$ cat src/hw/fdcm_pkg.sv
package fdcm_pkg;
    // ********************************************************
    // Register map
    // ********************************************************
    localparam logic [3:0]  ADDR_DATA   = 4'h0;
    localparam logic [3:0]  ADDR_STATUS = 4'h4;
    localparam logic [3:0]  ADDR_PERP   = 4'h8;
    localparam logic [1:0]  RESP_OKAY   = 2'h0;
    localparam logic [1:0]  RESP_SLVERR = 2'h2;
    // ********************************************************
    // Opcodes and result constants
    // ********************************************************
    localparam logic [7:0]  OP_DUMP     = 8'h0E;
    localparam logic [4:0]  OP_RDID     = 5'h0A;
    localparam logic [7:0]  OP_PERP     = 8'h12;
    localparam logic [4:0]  OP_LOCK     = 5'h14;
    localparam logic [7:0]  RES_INVALID = 8'h80;
    localparam logic [3:0]  LEN_DUMP    = 4'hA;
    localparam logic [3:0]  LEN_RDID    = 4'h7;
    localparam logic [3:0]  LEN_ONE     = 4'h1;
    localparam logic [3:0]  IDX_SC_EOT  = 4'h6;
    localparam int          BUF_DEPTH   = 10;
    // Field positions of command bytes
    localparam int          B_LOCK      = 7;
    localparam int          B_OW        = 7;
    localparam int          B_HEAD      = 2;
    localparam int          B_MFM       = 6;
    // ********************************************************
    // Types
    // ********************************************************
    typedef enum logic [2:0] {
        K_DUMP, K_RDID, K_PERP, K_LOCK, K_OTHER, K_BAD
    } fdcm_kind_t;
    typedef enum logic [4:0] {
        S_IDLE   = 5'b00001,
        S_PARAM  = 5'b00010,
        S_SEARCH = 5'b00100,
        S_LOAD   = 5'b01000,
        S_RESULT = 5'b10000
    } fdcm_state_t;

    function automatic fdcm_kind_t fdcm_decode(input logic [7:0] op);
        fdcm_kind_t k;
        k = K_BAD;
        if (op == OP_DUMP) begin
            k = K_DUMP;
        end else if (op[4:0] == OP_RDID) begin
            k = K_RDID;
        end else if (op == OP_PERP) begin
            k = K_PERP;
        end else if (op[4:0] == OP_LOCK) begin
            k = K_LOCK;
        end else begin
            unique case (op[4:0])
                5'h02, 5'h03, 5'h04, 5'h05, 5'h06, 5'h07, 5'h08,
                5'h09, 5'h0C, 5'h0D, 5'h0F, 5'h10, 5'h11, 5'h13,
                5'h16, 5'h19, 5'h1D: k = K_OTHER;
                default: k = K_BAD;
            endcase
        end
        return k;
    endfunction
endpackage

$ cat src/hw/fdcm_rbuf_if.sv
`timescale 1ns/1ps
interface fdcm_rbuf_if;
    logic       wr_en;
    logic [3:0] wr_addr;
    logic [7:0] wr_data;
    logic [3:0] rd_addr;
    logic [7:0] rd_data;
    modport ctrl (output wr_en, output wr_addr, output wr_data,
                  output rd_addr, input rd_data);
    modport mem  (input wr_en, input wr_addr, input wr_data,
                  input rd_addr, output rd_data);
endinterface

$ cat src/hw/fdcm_rbuf.sv
`timescale 1ns/1ps
module fdcm_rbuf
    import fdcm_pkg::*;
(
    input  wire logic CLOCK_I,
    fdcm_rbuf_if.mem  bus
);
    // ********************************************************
    // Result byte store, registered read
    // ********************************************************
    logic [7:0] mem_q [BUF_DEPTH];
    logic [7:0] rd_q;

    always_ff @(posedge CLOCK_I) begin
        if (bus.wr_en) begin
            mem_q[bus.wr_addr] <= bus.wr_data;
        end
        rd_q <= mem_q[bus.rd_addr];
    end
    assign bus.rd_data = rd_q;
endmodule

$ cat src/hw/fdcm_top.sv
// The AXI4-Lite interface to the registers and the register addresses are this design's own decisions.
`timescale 1ns/1ps
// Notes on behaviour
// (RULE_01) Read-ID keeps first error-free ID field
// (RULE_02) Read-ID returns three status, then C H R N
// (RULE_03) Unknown opcode: standby, one result byte 80H
// (RULE_04) Dump byte six: sectors value after format
// (RULE_05) Dump byte six: end of track otherwise
// (RULE_06) Perpendicular drive bits stay internal only
// (RULE_07) Software keeps those bits matching drive select
// (RULE_08) Dump places ten parameter bytes for reading
module fdcm_top
    import fdcm_pkg::*;
(
    // Clock and reset
    input  wire logic        CLOCK_I,
    input  wire logic        RST_N_I,
    // AXI4-Lite slave
    input  wire logic        AWVALID_I,
    output logic             AWREADY_O,
    input  wire logic [3:0]  AWADDR_I,
    input  wire logic        WVALID_I,
    output logic             WREADY_O,
    input  wire logic [31:0] WDATA_I,
    input  wire logic [3:0]  WSTRB_I,
    output logic             BVALID_O,
    input  wire logic        BREADY_I,
    output logic [1:0]       BRESP_O,
    input  wire logic        ARVALID_I,
    output logic             ARREADY_O,
    input  wire logic [3:0]  ARADDR_I,
    output logic             RVALID_O,
    input  wire logic        RREADY_I,
    output logic [31:0]      RDATA_O,
    output logic [1:0]       RRESP_O,
    // Parameters held by other command blocks
    input  wire logic [31:0] PRESENT_CYLINDER_NUMBER_I,
    input  wire logic [3:0]  STEP_RATE_TIME_I,
    input  wire logic [3:0]  HEAD_UNLOAD_TIME_I,
    input  wire logic [6:0]  HEAD_LOAD_TIME_I,
    input  wire logic        PIO_TRANSFER_MODE_I,
    input  wire logic [7:0]  SECTORS_PER_CYLINDER_I,
    input  wire logic [7:0]  END_OF_TRACK_I,
    input  wire logic        LAST_WAS_FORMAT_I,
    input  wire logic [7:0]  CONFIG_BITS_I,
    input  wire logic [7:0]  PRECOMP_START_TRACK_I,
    // ID search engine
    output logic             SEARCH_REQ_O,
    output logic             SEARCH_MFM_O,
    output logic             HEAD_SELECT_O,
    output logic [1:0]       SEARCH_DRIVE_O,
    input  wire logic        ID_VALID_I,
    input  wire logic        ID_OK_I,
    input  wire logic        SEARCH_FAIL_I,
    input  wire logic [31:0] ID_CHRN_I,
    input  wire logic [23:0] RESULT_STATUS_I,
    // Held configuration
    output logic [3:0]       PERP_DRIVES_O,
    output logic             PERP_GAP_O,
    output logic             WRITE_GATE_EARLY_TIMING_O,
    output logic             LOCK_O,
    output logic             STANDBY_O
);
    // ********************************************************
    // State
    // ********************************************************
    typedef struct packed {
        fdcm_state_t st;
        fdcm_kind_t  kind;
        logic        aw_got;
        logic        w_got;
        logic [3:0]  awaddr;
        logic [7:0]  wdata;
        logic        bvalid;
        logic [1:0]  bresp;
        logic        rvalid;
        logic [1:0]  rresp;
        logic [7:0]  rdata;
        logic [3:0]  cnt;
        logic [3:0]  len;
        logic        lock;
        logic [3:0]  perp;
        logic        gap;
        logic        write_gate_early_timing;
        logic        standby;
        logic        mfm;
        logic        head;
        logic [1:0]  drive;
        logic [55:0] idres;
    } fdcm_regs_t;

    fdcm_regs_t  q;
    fdcm_regs_t  d;
    fdcm_rbuf_if rb ();
    logic [7:0]  res_byte [BUF_DEPTH];
    logic        wr_fire;
    logic        cmd_take;
    logic        perp_upd;

    fdcm_rbuf u_rbuf (
        .CLOCK_I (CLOCK_I),
        .bus     (rb.mem)
    );

    // ********************************************************
    // Result bytes
    // ********************************************************
    always_comb begin
        for (int i = 0; i < BUF_DEPTH; i++) begin
            res_byte[i] = 8'h00;
        end
        unique case (q.kind)
            K_DUMP: begin // RULE_08
                for (int i = 0; i < 4; i++) begin
                    res_byte[i] = PRESENT_CYLINDER_NUMBER_I[8*i +: 8];
                end
                res_byte[4] = {STEP_RATE_TIME_I, HEAD_UNLOAD_TIME_I};
                res_byte[5] = {HEAD_LOAD_TIME_I, PIO_TRANSFER_MODE_I};
                res_byte[IDX_SC_EOT] = END_OF_TRACK_I; // RULE_05
                if (LAST_WAS_FORMAT_I) begin
                    res_byte[IDX_SC_EOT] = SECTORS_PER_CYLINDER_I; // RULE_04
                end
                res_byte[7] = {q.lock, 1'b0, q.perp, q.gap, q.write_gate_early_timing};
                res_byte[8] = {1'b0, CONFIG_BITS_I[6:0]};
                res_byte[9] = PRECOMP_START_TRACK_I; // RULE_08
            end
            K_RDID: begin
                for (int i = 0; i < 7; i++) begin
                    res_byte[i] = q.idres[8*i +: 8]; // RULE_02
                end
            end
            K_LOCK: res_byte[0] = {3'h0, q.lock, 4'h0};
            K_BAD: res_byte[0] = RES_INVALID; // RULE_03
            default: res_byte[0] = 8'h00;
        endcase
    end

    // ********************************************************
    // Next state
    // ********************************************************
    assign wr_fire  = q.aw_got && q.w_got && !q.bvalid;
    assign cmd_take = wr_fire && q.awaddr == ADDR_DATA
                      && (q.st == S_IDLE || q.st == S_PARAM);
    assign perp_upd = cmd_take && q.st == S_PARAM && q.kind == K_PERP
                      && q.wdata[B_OW];

    always_comb begin
        d = q;
        if (AWVALID_I && AWREADY_O) begin
            d.aw_got = 1'b1;
            d.awaddr = AWADDR_I;
        end
        if (WVALID_I && WREADY_O) begin
            d.w_got = 1'b1;
            d.wdata = WSTRB_I[0] ? WDATA_I[7:0] : 8'h00;
        end
        if (BVALID_O && BREADY_I) begin
            d.bvalid = 1'b0;
        end
        if (RVALID_O && RREADY_I) begin
            d.rvalid = 1'b0;
        end
        if (wr_fire) begin
            d.aw_got = 1'b0;
            d.w_got  = 1'b0;
            d.bvalid = 1'b1;
            d.bresp  = q.awaddr == ADDR_DATA ? RESP_OKAY : RESP_SLVERR;
        end
        if (ARVALID_I && ARREADY_O) begin
            d.rvalid = 1'b1;
            d.rresp  = RESP_OKAY;
            d.rdata  = 8'h00;
            unique case (ARADDR_I)
                ADDR_DATA: begin
                    if (q.st == S_RESULT) begin
                        d.rdata = rb.rd_data;
                        d.cnt   = q.cnt + 4'h1;
                        if (q.cnt == q.len - 4'h1) begin
                            d.st = S_IDLE;
                        end
                    end
                end
                ADDR_STATUS: d.rdata = {3'h0, q.st};
                ADDR_PERP: d.rdata = {q.lock, 1'b0, q.perp, q.gap, q.write_gate_early_timing};
                default: d.rresp = RESP_SLVERR;
            endcase
        end
        unique case (q.st)
            S_IDLE: begin
                if (cmd_take) begin
                    d.kind    = fdcm_decode(q.wdata);
                    d.standby = 1'b0;
                    d.cnt     = 4'h0;
                    d.len     = LEN_ONE;
                    unique case (fdcm_decode(q.wdata))
                        K_DUMP: begin
                            d.len = LEN_DUMP; // RULE_08
                            d.st  = S_LOAD;
                        end
                        K_RDID, K_PERP: begin
                            d.mfm = q.wdata[B_MFM];
                            d.st  = S_PARAM;
                        end
                        K_LOCK: begin
                            d.lock = q.wdata[B_LOCK];
                            d.st   = S_LOAD;
                        end
                        K_BAD: begin
                            d.standby = 1'b1; // RULE_03
                            d.st      = S_LOAD;
                        end
                        default: d.st = S_IDLE;
                    endcase
                end
            end
            S_PARAM: begin
                if (cmd_take && q.kind == K_PERP) begin
                    if (perp_upd) begin
                        d.perp = q.wdata[5:2]; // RULE_06
                    end
                    d.gap   = q.wdata[1];
                    d.write_gate_early_timing = q.wdata[0];
                    d.st    = S_IDLE;
                end else if (cmd_take) begin
                    d.head  = q.wdata[B_HEAD];
                    d.drive = q.wdata[1:0];
                    d.st    = S_SEARCH;
                end
            end
            S_SEARCH: begin
                // Bad ID fields are skipped; only the first good one counts
                if ((ID_VALID_I && ID_OK_I) || SEARCH_FAIL_I) begin
                    d.idres = {ID_CHRN_I, RESULT_STATUS_I}; // RULE_01
                    d.len   = LEN_RDID; // RULE_02
                    d.st    = S_LOAD;
                end
            end
            S_LOAD: begin
                d.cnt = q.cnt + 4'h1;
                if (q.cnt == q.len - 4'h1) begin
                    d.cnt = 4'h0;
                    d.st  = S_RESULT;
                end
            end
            S_RESULT: begin
            end
        endcase
    end

    always_ff @(posedge CLOCK_I) begin
        if (!RST_N_I) begin
            q       <= '0;
            q.st    <= S_IDLE;
            q.kind  <= K_OTHER;
        end else begin
            q <= d;
        end
    end

    // ********************************************************
    // Outputs
    // ********************************************************
    assign rb.wr_en   = q.st == S_LOAD;
    assign rb.wr_addr = q.cnt;
    assign rb.wr_data = res_byte[q.cnt];
    assign rb.rd_addr = q.cnt;

    // Single outstanding transfer per direction keeps the pop timing simple
    assign AWREADY_O = !q.aw_got && !q.bvalid;
    assign WREADY_O  = !q.w_got && !q.bvalid;
    assign BVALID_O  = q.bvalid;
    assign BRESP_O   = q.bresp;
    assign ARREADY_O = !q.rvalid;
    assign RVALID_O  = q.rvalid;
    assign RDATA_O   = {24'h000000, q.rdata};
    assign RRESP_O   = q.rresp;

    assign SEARCH_REQ_O   = q.st == S_SEARCH;
    assign SEARCH_MFM_O   = q.mfm;
    assign HEAD_SELECT_O  = q.head;
    assign SEARCH_DRIVE_O = q.drive;
    // No path from these bits to any drive select pin
    assign PERP_DRIVES_O  = q.perp; // RULE_06
    assign PERP_GAP_O     = q.gap;
    assign WRITE_GATE_EARLY_TIMING_O = q.write_gate_early_timing;
    assign LOCK_O         = q.lock;
    assign STANDBY_O      = q.standby;
endmodule
$ cat config.mk
export PLATFORM = sky130hd
export DESIGN_NAME = fdcm_top
export DESIGN_NICKNAME = d
export VERILOG_FILES = /design/src/hw/fdcm_pkg.sv /design/src/hw/fdcm_rbuf_if.sv /design/src/hw/fdcm_rbuf.sv /design/src/hw/fdcm_top.sv
export SDC_FILE = /design/constraint.sdc
export NUM_CORES = 1
export LEC_CHECK = 0
export BUFFER_PORTS_ARGS = -buffer_cell sky130_fd_sc_hd__buf_2
export CORE_AREA = 2 2 134 136
export CTS_CLUSTER_DIAMETER = 30
export DETAILED_ROUTE_END_ITERATION = 10
export DIE_AREA = 0 0 136 138
export PLACE_DENSITY = 0.82
export RECOVER_POWER = 25
export SYNTH_ARGS = -nofsm -noshare
export SYNTH_HDL_FRONTEND = slang
export SYNTH_SLANG_ARGS = --single-unit
export TNS_END_PERCENT = 10
$ cat constraint.sdc
create_clock -name CLOCK_I -period 6.35 [get_ports CLOCK_I]
set_clock_uncertainty 0.15 [all_clocks]
set_input_delay 1.27 -clock CLOCK_I [delete_from_list [all_inputs] [get_ports CLOCK_I]]
set_output_delay 1.27 -clock CLOCK_I [all_outputs]
set_load 0.02 [all_outputs]
# Yosys cells after proc, flatten, opt, wreduce, memory -nomap -nowiden
# Memory sizes are Yosys's and may differ from the RTL's. A register that Yosys moved wholly into a read port is not among the register bits.
# Cells that the tools add are included.
[word_totals]
elab_cells = 146
romBits = 64
output_inout_bits = 54
ramBits = 80
in_bits = 191
ff_bits = 112
n_memories = 3
[classes]
n_reduce_logical = 41
n_lt_le_gt_ge = 1
muxes = 52
n_eq_ne = 22
bitwise_logic = 3
add_sub_neg = 2
[mem_list]
columns = ["memory", "depth", "word_bits", "rd", "rd_clocked_by_memory_dff", "write_ports", "line_no", "rtl"]
rows = [
  ["u_rbuf.mem_q", 10, 8, 1, 1, 1, "fdcm_rbuf.sv:11", "logic [7:0] mem_q [BUF_DEPTH];"],
  ["(name not given)", 32, 1, 1, 1, 0, "fdcm_pkg.sv:54", "unique case (op[4:0])"],
  ["(name not given)", 32, 1, 1, 1, 0, "fdcm_pkg.sv:54", ""],
]
[ops]
columns = ["operator", "n"]
rows = [
  ["case mux 48 bit (2 select lines)", 1],
  ["2-to-1 mux 5 bit", 12],
  ["2-to-1 mux 8 bit", 5],
  ["2-to-1 mux 3 bit", 11],
  ["binary-select mux 8 bit (select 4 bit)", 1],
  ["case mux 8 bit (4 select lines)", 1],
  ["2-to-1 mux 24 bit", 1],
  ["case mux 4 bit (2 select lines)", 3],
  ["case mux 8 bit (3 select lines)", 1],
  ["case mux 5 bit (4 select lines)", 1],
  ["logical AND 1 bit", 16],
  ["2-to-1 mux 4 bit", 4],
  ["2-to-1 mux 15 bit", 1],
  ["AND reduction 3 bit", 5],
  ["== test 3 x 2 -> 1 bit (second input constant)", 4],
  ["2-to-1 mux 12 bit", 1],
  ["== test 5 x 4 -> 1 bit (second input constant)", 2],
  ["== test 5 bit (second input constant)", 2],
  ["2-to-1 mux 9 bit", 1],
  ["== test 8 x 4 -> 1 bit (second input constant)", 1],
  ["== test 8 x 5 -> 1 bit (second input constant)", 1],
  ["logical NOT 4 bit", 2],
  ["== test 3 x 1 -> 1 bit (second input constant)", 2],
  ["== test 3 bit (second input constant)", 2],
  ["22 further kinds", 40],
]

# Longest topological paths before layout
[depth]
depth_word = 12
ltp_mapped = 8
depth_no_buf = 7

# Hierarchy
# A second synthesis with hierarchy kept.
[unflattened]
cells_unflattened = 971
hier_area_um2 = 9746.8
[by_module_without_submodules]
columns = ["module", "seq_area_each_um2", "n_inst", "cells_each", "area_each_um2"]
rows = [
  ["fdcm_top", 2222.1, 1, 782, 6344.8],
  ["fdcm_rbuf", 2562.5, 1, 189, 3402.0],
]

# Worst setup path before layout
# Ideal clock, no wire load.
[synth_timing]
path_type = "input to register"
startpoint = "in LAST_WAS_FORMAT_I"
endpoint = "mem u_rbuf.mem_q[0][1] (data pin)"
t_arrival_ns = 2.767
cell_stages = 5
n_path_buf = 1
required_time_ns = 5.862
slack_ns = 3.095
setup_ns = 0.338
path_cell_list = "clkbuf_1 mux2_2 mux4_2 o211ai_1 o221ai_1"
[synth_via]
elab_chain_len = 5
[synth_lines]
columns = ["item", "line_no", "rtl"]
rows = [
  ["from (decl)", "fdcm_top.sv:44", "input wire logic LAST_WAS_FORMAT_I,"],
  ["2-to-1 mux 8 bit", "fdcm_top.sv:120", "if (LAST_WAS_FORMAT_I) begin"],
  ["case mux 48 bit (2 select lines)", "fdcm_top.sv:112", "unique case (q.kind)"],
  ["binary-select mux 8 bit (select 4 bit)", "fdcm_top.sv:265", "assign rb.wr_data = res_byte[q.cnt];"],
  ["2-to-1 mux 8 bit (implied by the code) (2 in series)", "fdcm_top.sv:265", ""],
  ["via rb.wr_data[1]", "fdcm_rbuf_if.sv:5", "logic [7:0] wr_data;"],
  ["to (decl)", "fdcm_rbuf.sv:11", ""],
]
# The timed path passes the listed nets, and every way through them passes these cells. The select of a mux whose other input is x is not followed.

# Worst setup path after layout
[layout_timing]
startpoint = "in RST_N_I"
endpoint = "reg q[108] (netlist name)"
[layout_lines]
columns = ["item", "line_no", "rtl"]
rows = [
  ["from (decl)", "fdcm_top.sv:17", "input wire logic RST_N_I,"],
  ["to (decl)", "fdcm_top.sv:92", "fdcm_regs_t q;"],
]
# No word-level cell between the ends.

==> results.toml <==
[floorplan]
dieWidth_um = 136
die_area_sq_um = 18800
boundaryPins = 245
fp.coreArea_sq_um = 17500
rows = 49
fp.dieH_um = 138
start_util_pct = 54.6

[cells_and_area]
drive_gt1_share_pct = 24.6
nNetsFinal = 1239
final_common_cell = "buf_2"
num_antenna_cells = 0
areaGrowthSynthToFinish_pct = 13.9
fill_cells = 1418
final_cell_mix = "buf_2 (162), nand2_1 (152), dfxtp_1 (117)"
post-route-util_pct = 62.2

[worst_setup_path]
crit_path_end_kind = "register"
crit_path_cell_trace = "clkbuf_1, clkinvlp_2, clkbuf_2, a211oi_1"
r2r_end = "u_rbuf.mem_q[5][4]"
r2r_slack_ns = 2.76
critPathKind = "in2reg"
worst_path_max_delay_cell = "clkinvlp_2"
cp-start-kind = "primary input"
cp-startpoint = "RST_N_I"
path_max_fanout = 71
crit_end = "q[108]"
worstPathRequired_ns = 6.51
arrival_ns = 4.39
max_stage_delay_ns = 1.09
r2r-start = "rb.rd_addr[0]"
reg2regPathDepth = 5

[timing]
worst_slew_pin_slew_ns = 1.51
timing.fmax_mhz = 237
drv_slew = 71
hold_viol_final = 0
relSlewSlack_pct = -0.527
setup_viol = 0
timing.final.crit_share_pct = 66.6
rsz0062_at_grt = "false"
setup_tns_ns = 0
period_minus_slack_ns = 4.23
timing.hold.ws_ns = 0.301

[global_routing]
antenna_found_initial = 0
grt_use_total_pct = 26.2
grt_max_degree = 72
grt_pass1_wl_um = 37800
grtUsageMet2_pct = 41.2
grt_use_met3_pct = 6.16
top_usage_layer = "met2"
grt_use_met1_pct = 35.7
grt_overflow = 0
grt_pass1_vias = 7136

[pwr]
power_density_nw_per_um2 = 242
cellLeakagePower_uw = 0.00401
vdd_ir_drop_max_v = 0.000211

[job]
drv_cap = 1

[placement]
place.gp.congestion = 0.866
io_buffers = 190
dp_hpwl_um = 17000

[outcome]
status = "finished, violations left"
violations = "capacitance limit, slew limit"

[detailed_routing]
wire_per_inst_um = 18.8
drt_iter0_markers = 653
drc = 0
drt-vias-per-instance = 5.83
wl_um = 24100
via_count = 7487
ant_nets = 0
dr.pass1.iters = 5

[yosys]
yosysWarningCount = 0
syn-instance-count = 904
avgSynthCellArea_sq_um = 10.6
ys.flop_type = "dfxtp_1"
ys_seq_area_share_pct = 49.9
synth_edf_count = 80
synthArstFlopShare_pct = 0
synthDistinctLibCells = 70
syn_area_sq_um = 9580
synth_seq_cells = 199

[clocking]
cts_buffers = 17
cts_setup_buffers = 0
cts_root_buf = "clkbuf_16"
cts_hold_buffers = 0
cts_tree = "done"
clk_pin_slew_worst_paths_ns = 0.07
post_cts_resized = 0
ctsHtreeMaxLevel = 4
cts.sinks = 199
clk_latency_ns = 0.44
cts-root-to-sink-buffers = 2

[hold_path]
hold_depth = 2
hold_class = "reg2reg"
state kept, by name, indices dropped and copies added, names as in the netlist, 2 cells and up, named ones only:
register	flops
u_rbuf.bus.rd_data	8
u_rbuf.mem_q	80
RDATA_O	8
rb.rd_addr	4
SEARCH_DRIVE_O	2
q	82
PERP_DRIVES_O	4
worst max-delay path, delay by kind of cell:
kind                   cells  cell delay, ns
buffers and inverters      3            2.55
AO/OA/AOI/OAI              1            0.52
metrics by stage:
step	worst slack (ns)	std cells	total power [uW]	area [sq um]
floorplan	3.09	929	1520	9680
global placement	2.94	1253	1590	10400
detailed placement	2.81	1253	1590	10400
CTS	3.20	1284	2650	11000
global route	1.81	1284	2720	10900
finish	2.12	1284	2640	10900
synth_stat cells, types with 15 or more instances:
cell | instances | area share [%]
nor2_1 | 46 | 1.8
mux2i_1 | 47 | 4.9
and2_1 | 16 | 1.0
clkbuf_1 | 32 | 1.3
a21oi_1 | 95 | 5.0
buf_4 | 49 | 3.8
dfxtp_1 | 119 | 25
edfxtp_1 | 80 | 25
nor3_1 | 15 | 0.78
mux4_2 | 35 | 8.2
buf_2 | 17 | 0.89
nand2_1 | 152 | 6.0
worst min path at each step:
stage / from / end / slack [ns]
2_1_floorplan: RDATA_O[6] / RDATA_O[6] / 0.28
3_3_place_gp: RDATA_O[6] / RDATA_O[6] / 0.29
3_5_place_dp: RDATA_O[6] / RDATA_O[6] / 0.29
4_1_cts: RDATA_O[6] / RDATA_O[6] / 0.30
5_1_grt: q[25] / q[25] / 0.32
6_report: RDATA_O[6] / RDATA_O[6] / 0.30
area by class of cell:
class	instances	area (sq um)	area share [%]
multi-input cells	618	4250	39.0
flip-flops and latches	199	4790	43.9
repair buffers	196	958	8.79
well taps	229	287	2.63
clock buffers	22	497	4.55
inverters	11	42.5	0.390
clock inverters	9	87.6	0.803
per-layer routing:
layer,vias up,part of all wire [%]
met1,3536,41
li1,3501,-
met3,42,9.1
met2,408,48
met5,-,0
met4,0,2.1
cells by family (layout without fill, tap and decap cells):
kind of cell | Yosys count | count (layout) | synth area share (%)
mux | 93 | 93 | 14.4
other cells | 1 | 26 | 0.0391
simple gates | 303 | 303 | 15.4
buf+inv | 112 | 238 | 6.61
compound gates | 184 | 184 | 12.1
flops | 199 | 199 | 49.9
fa+ha+maj | 5 | 5 | 0.653
xor+xnor | 7 | 7 | 0.797
where the power goes:
| part | switching (uW) | internal [uW] |
|---|---|---|
| registers | 16.3 | 1340 |
| clock network | 476 | 599 |
| logic | 121 | 93.2 |
| total | 614 | 2030 |
Power figures use the tool's default switching activity.
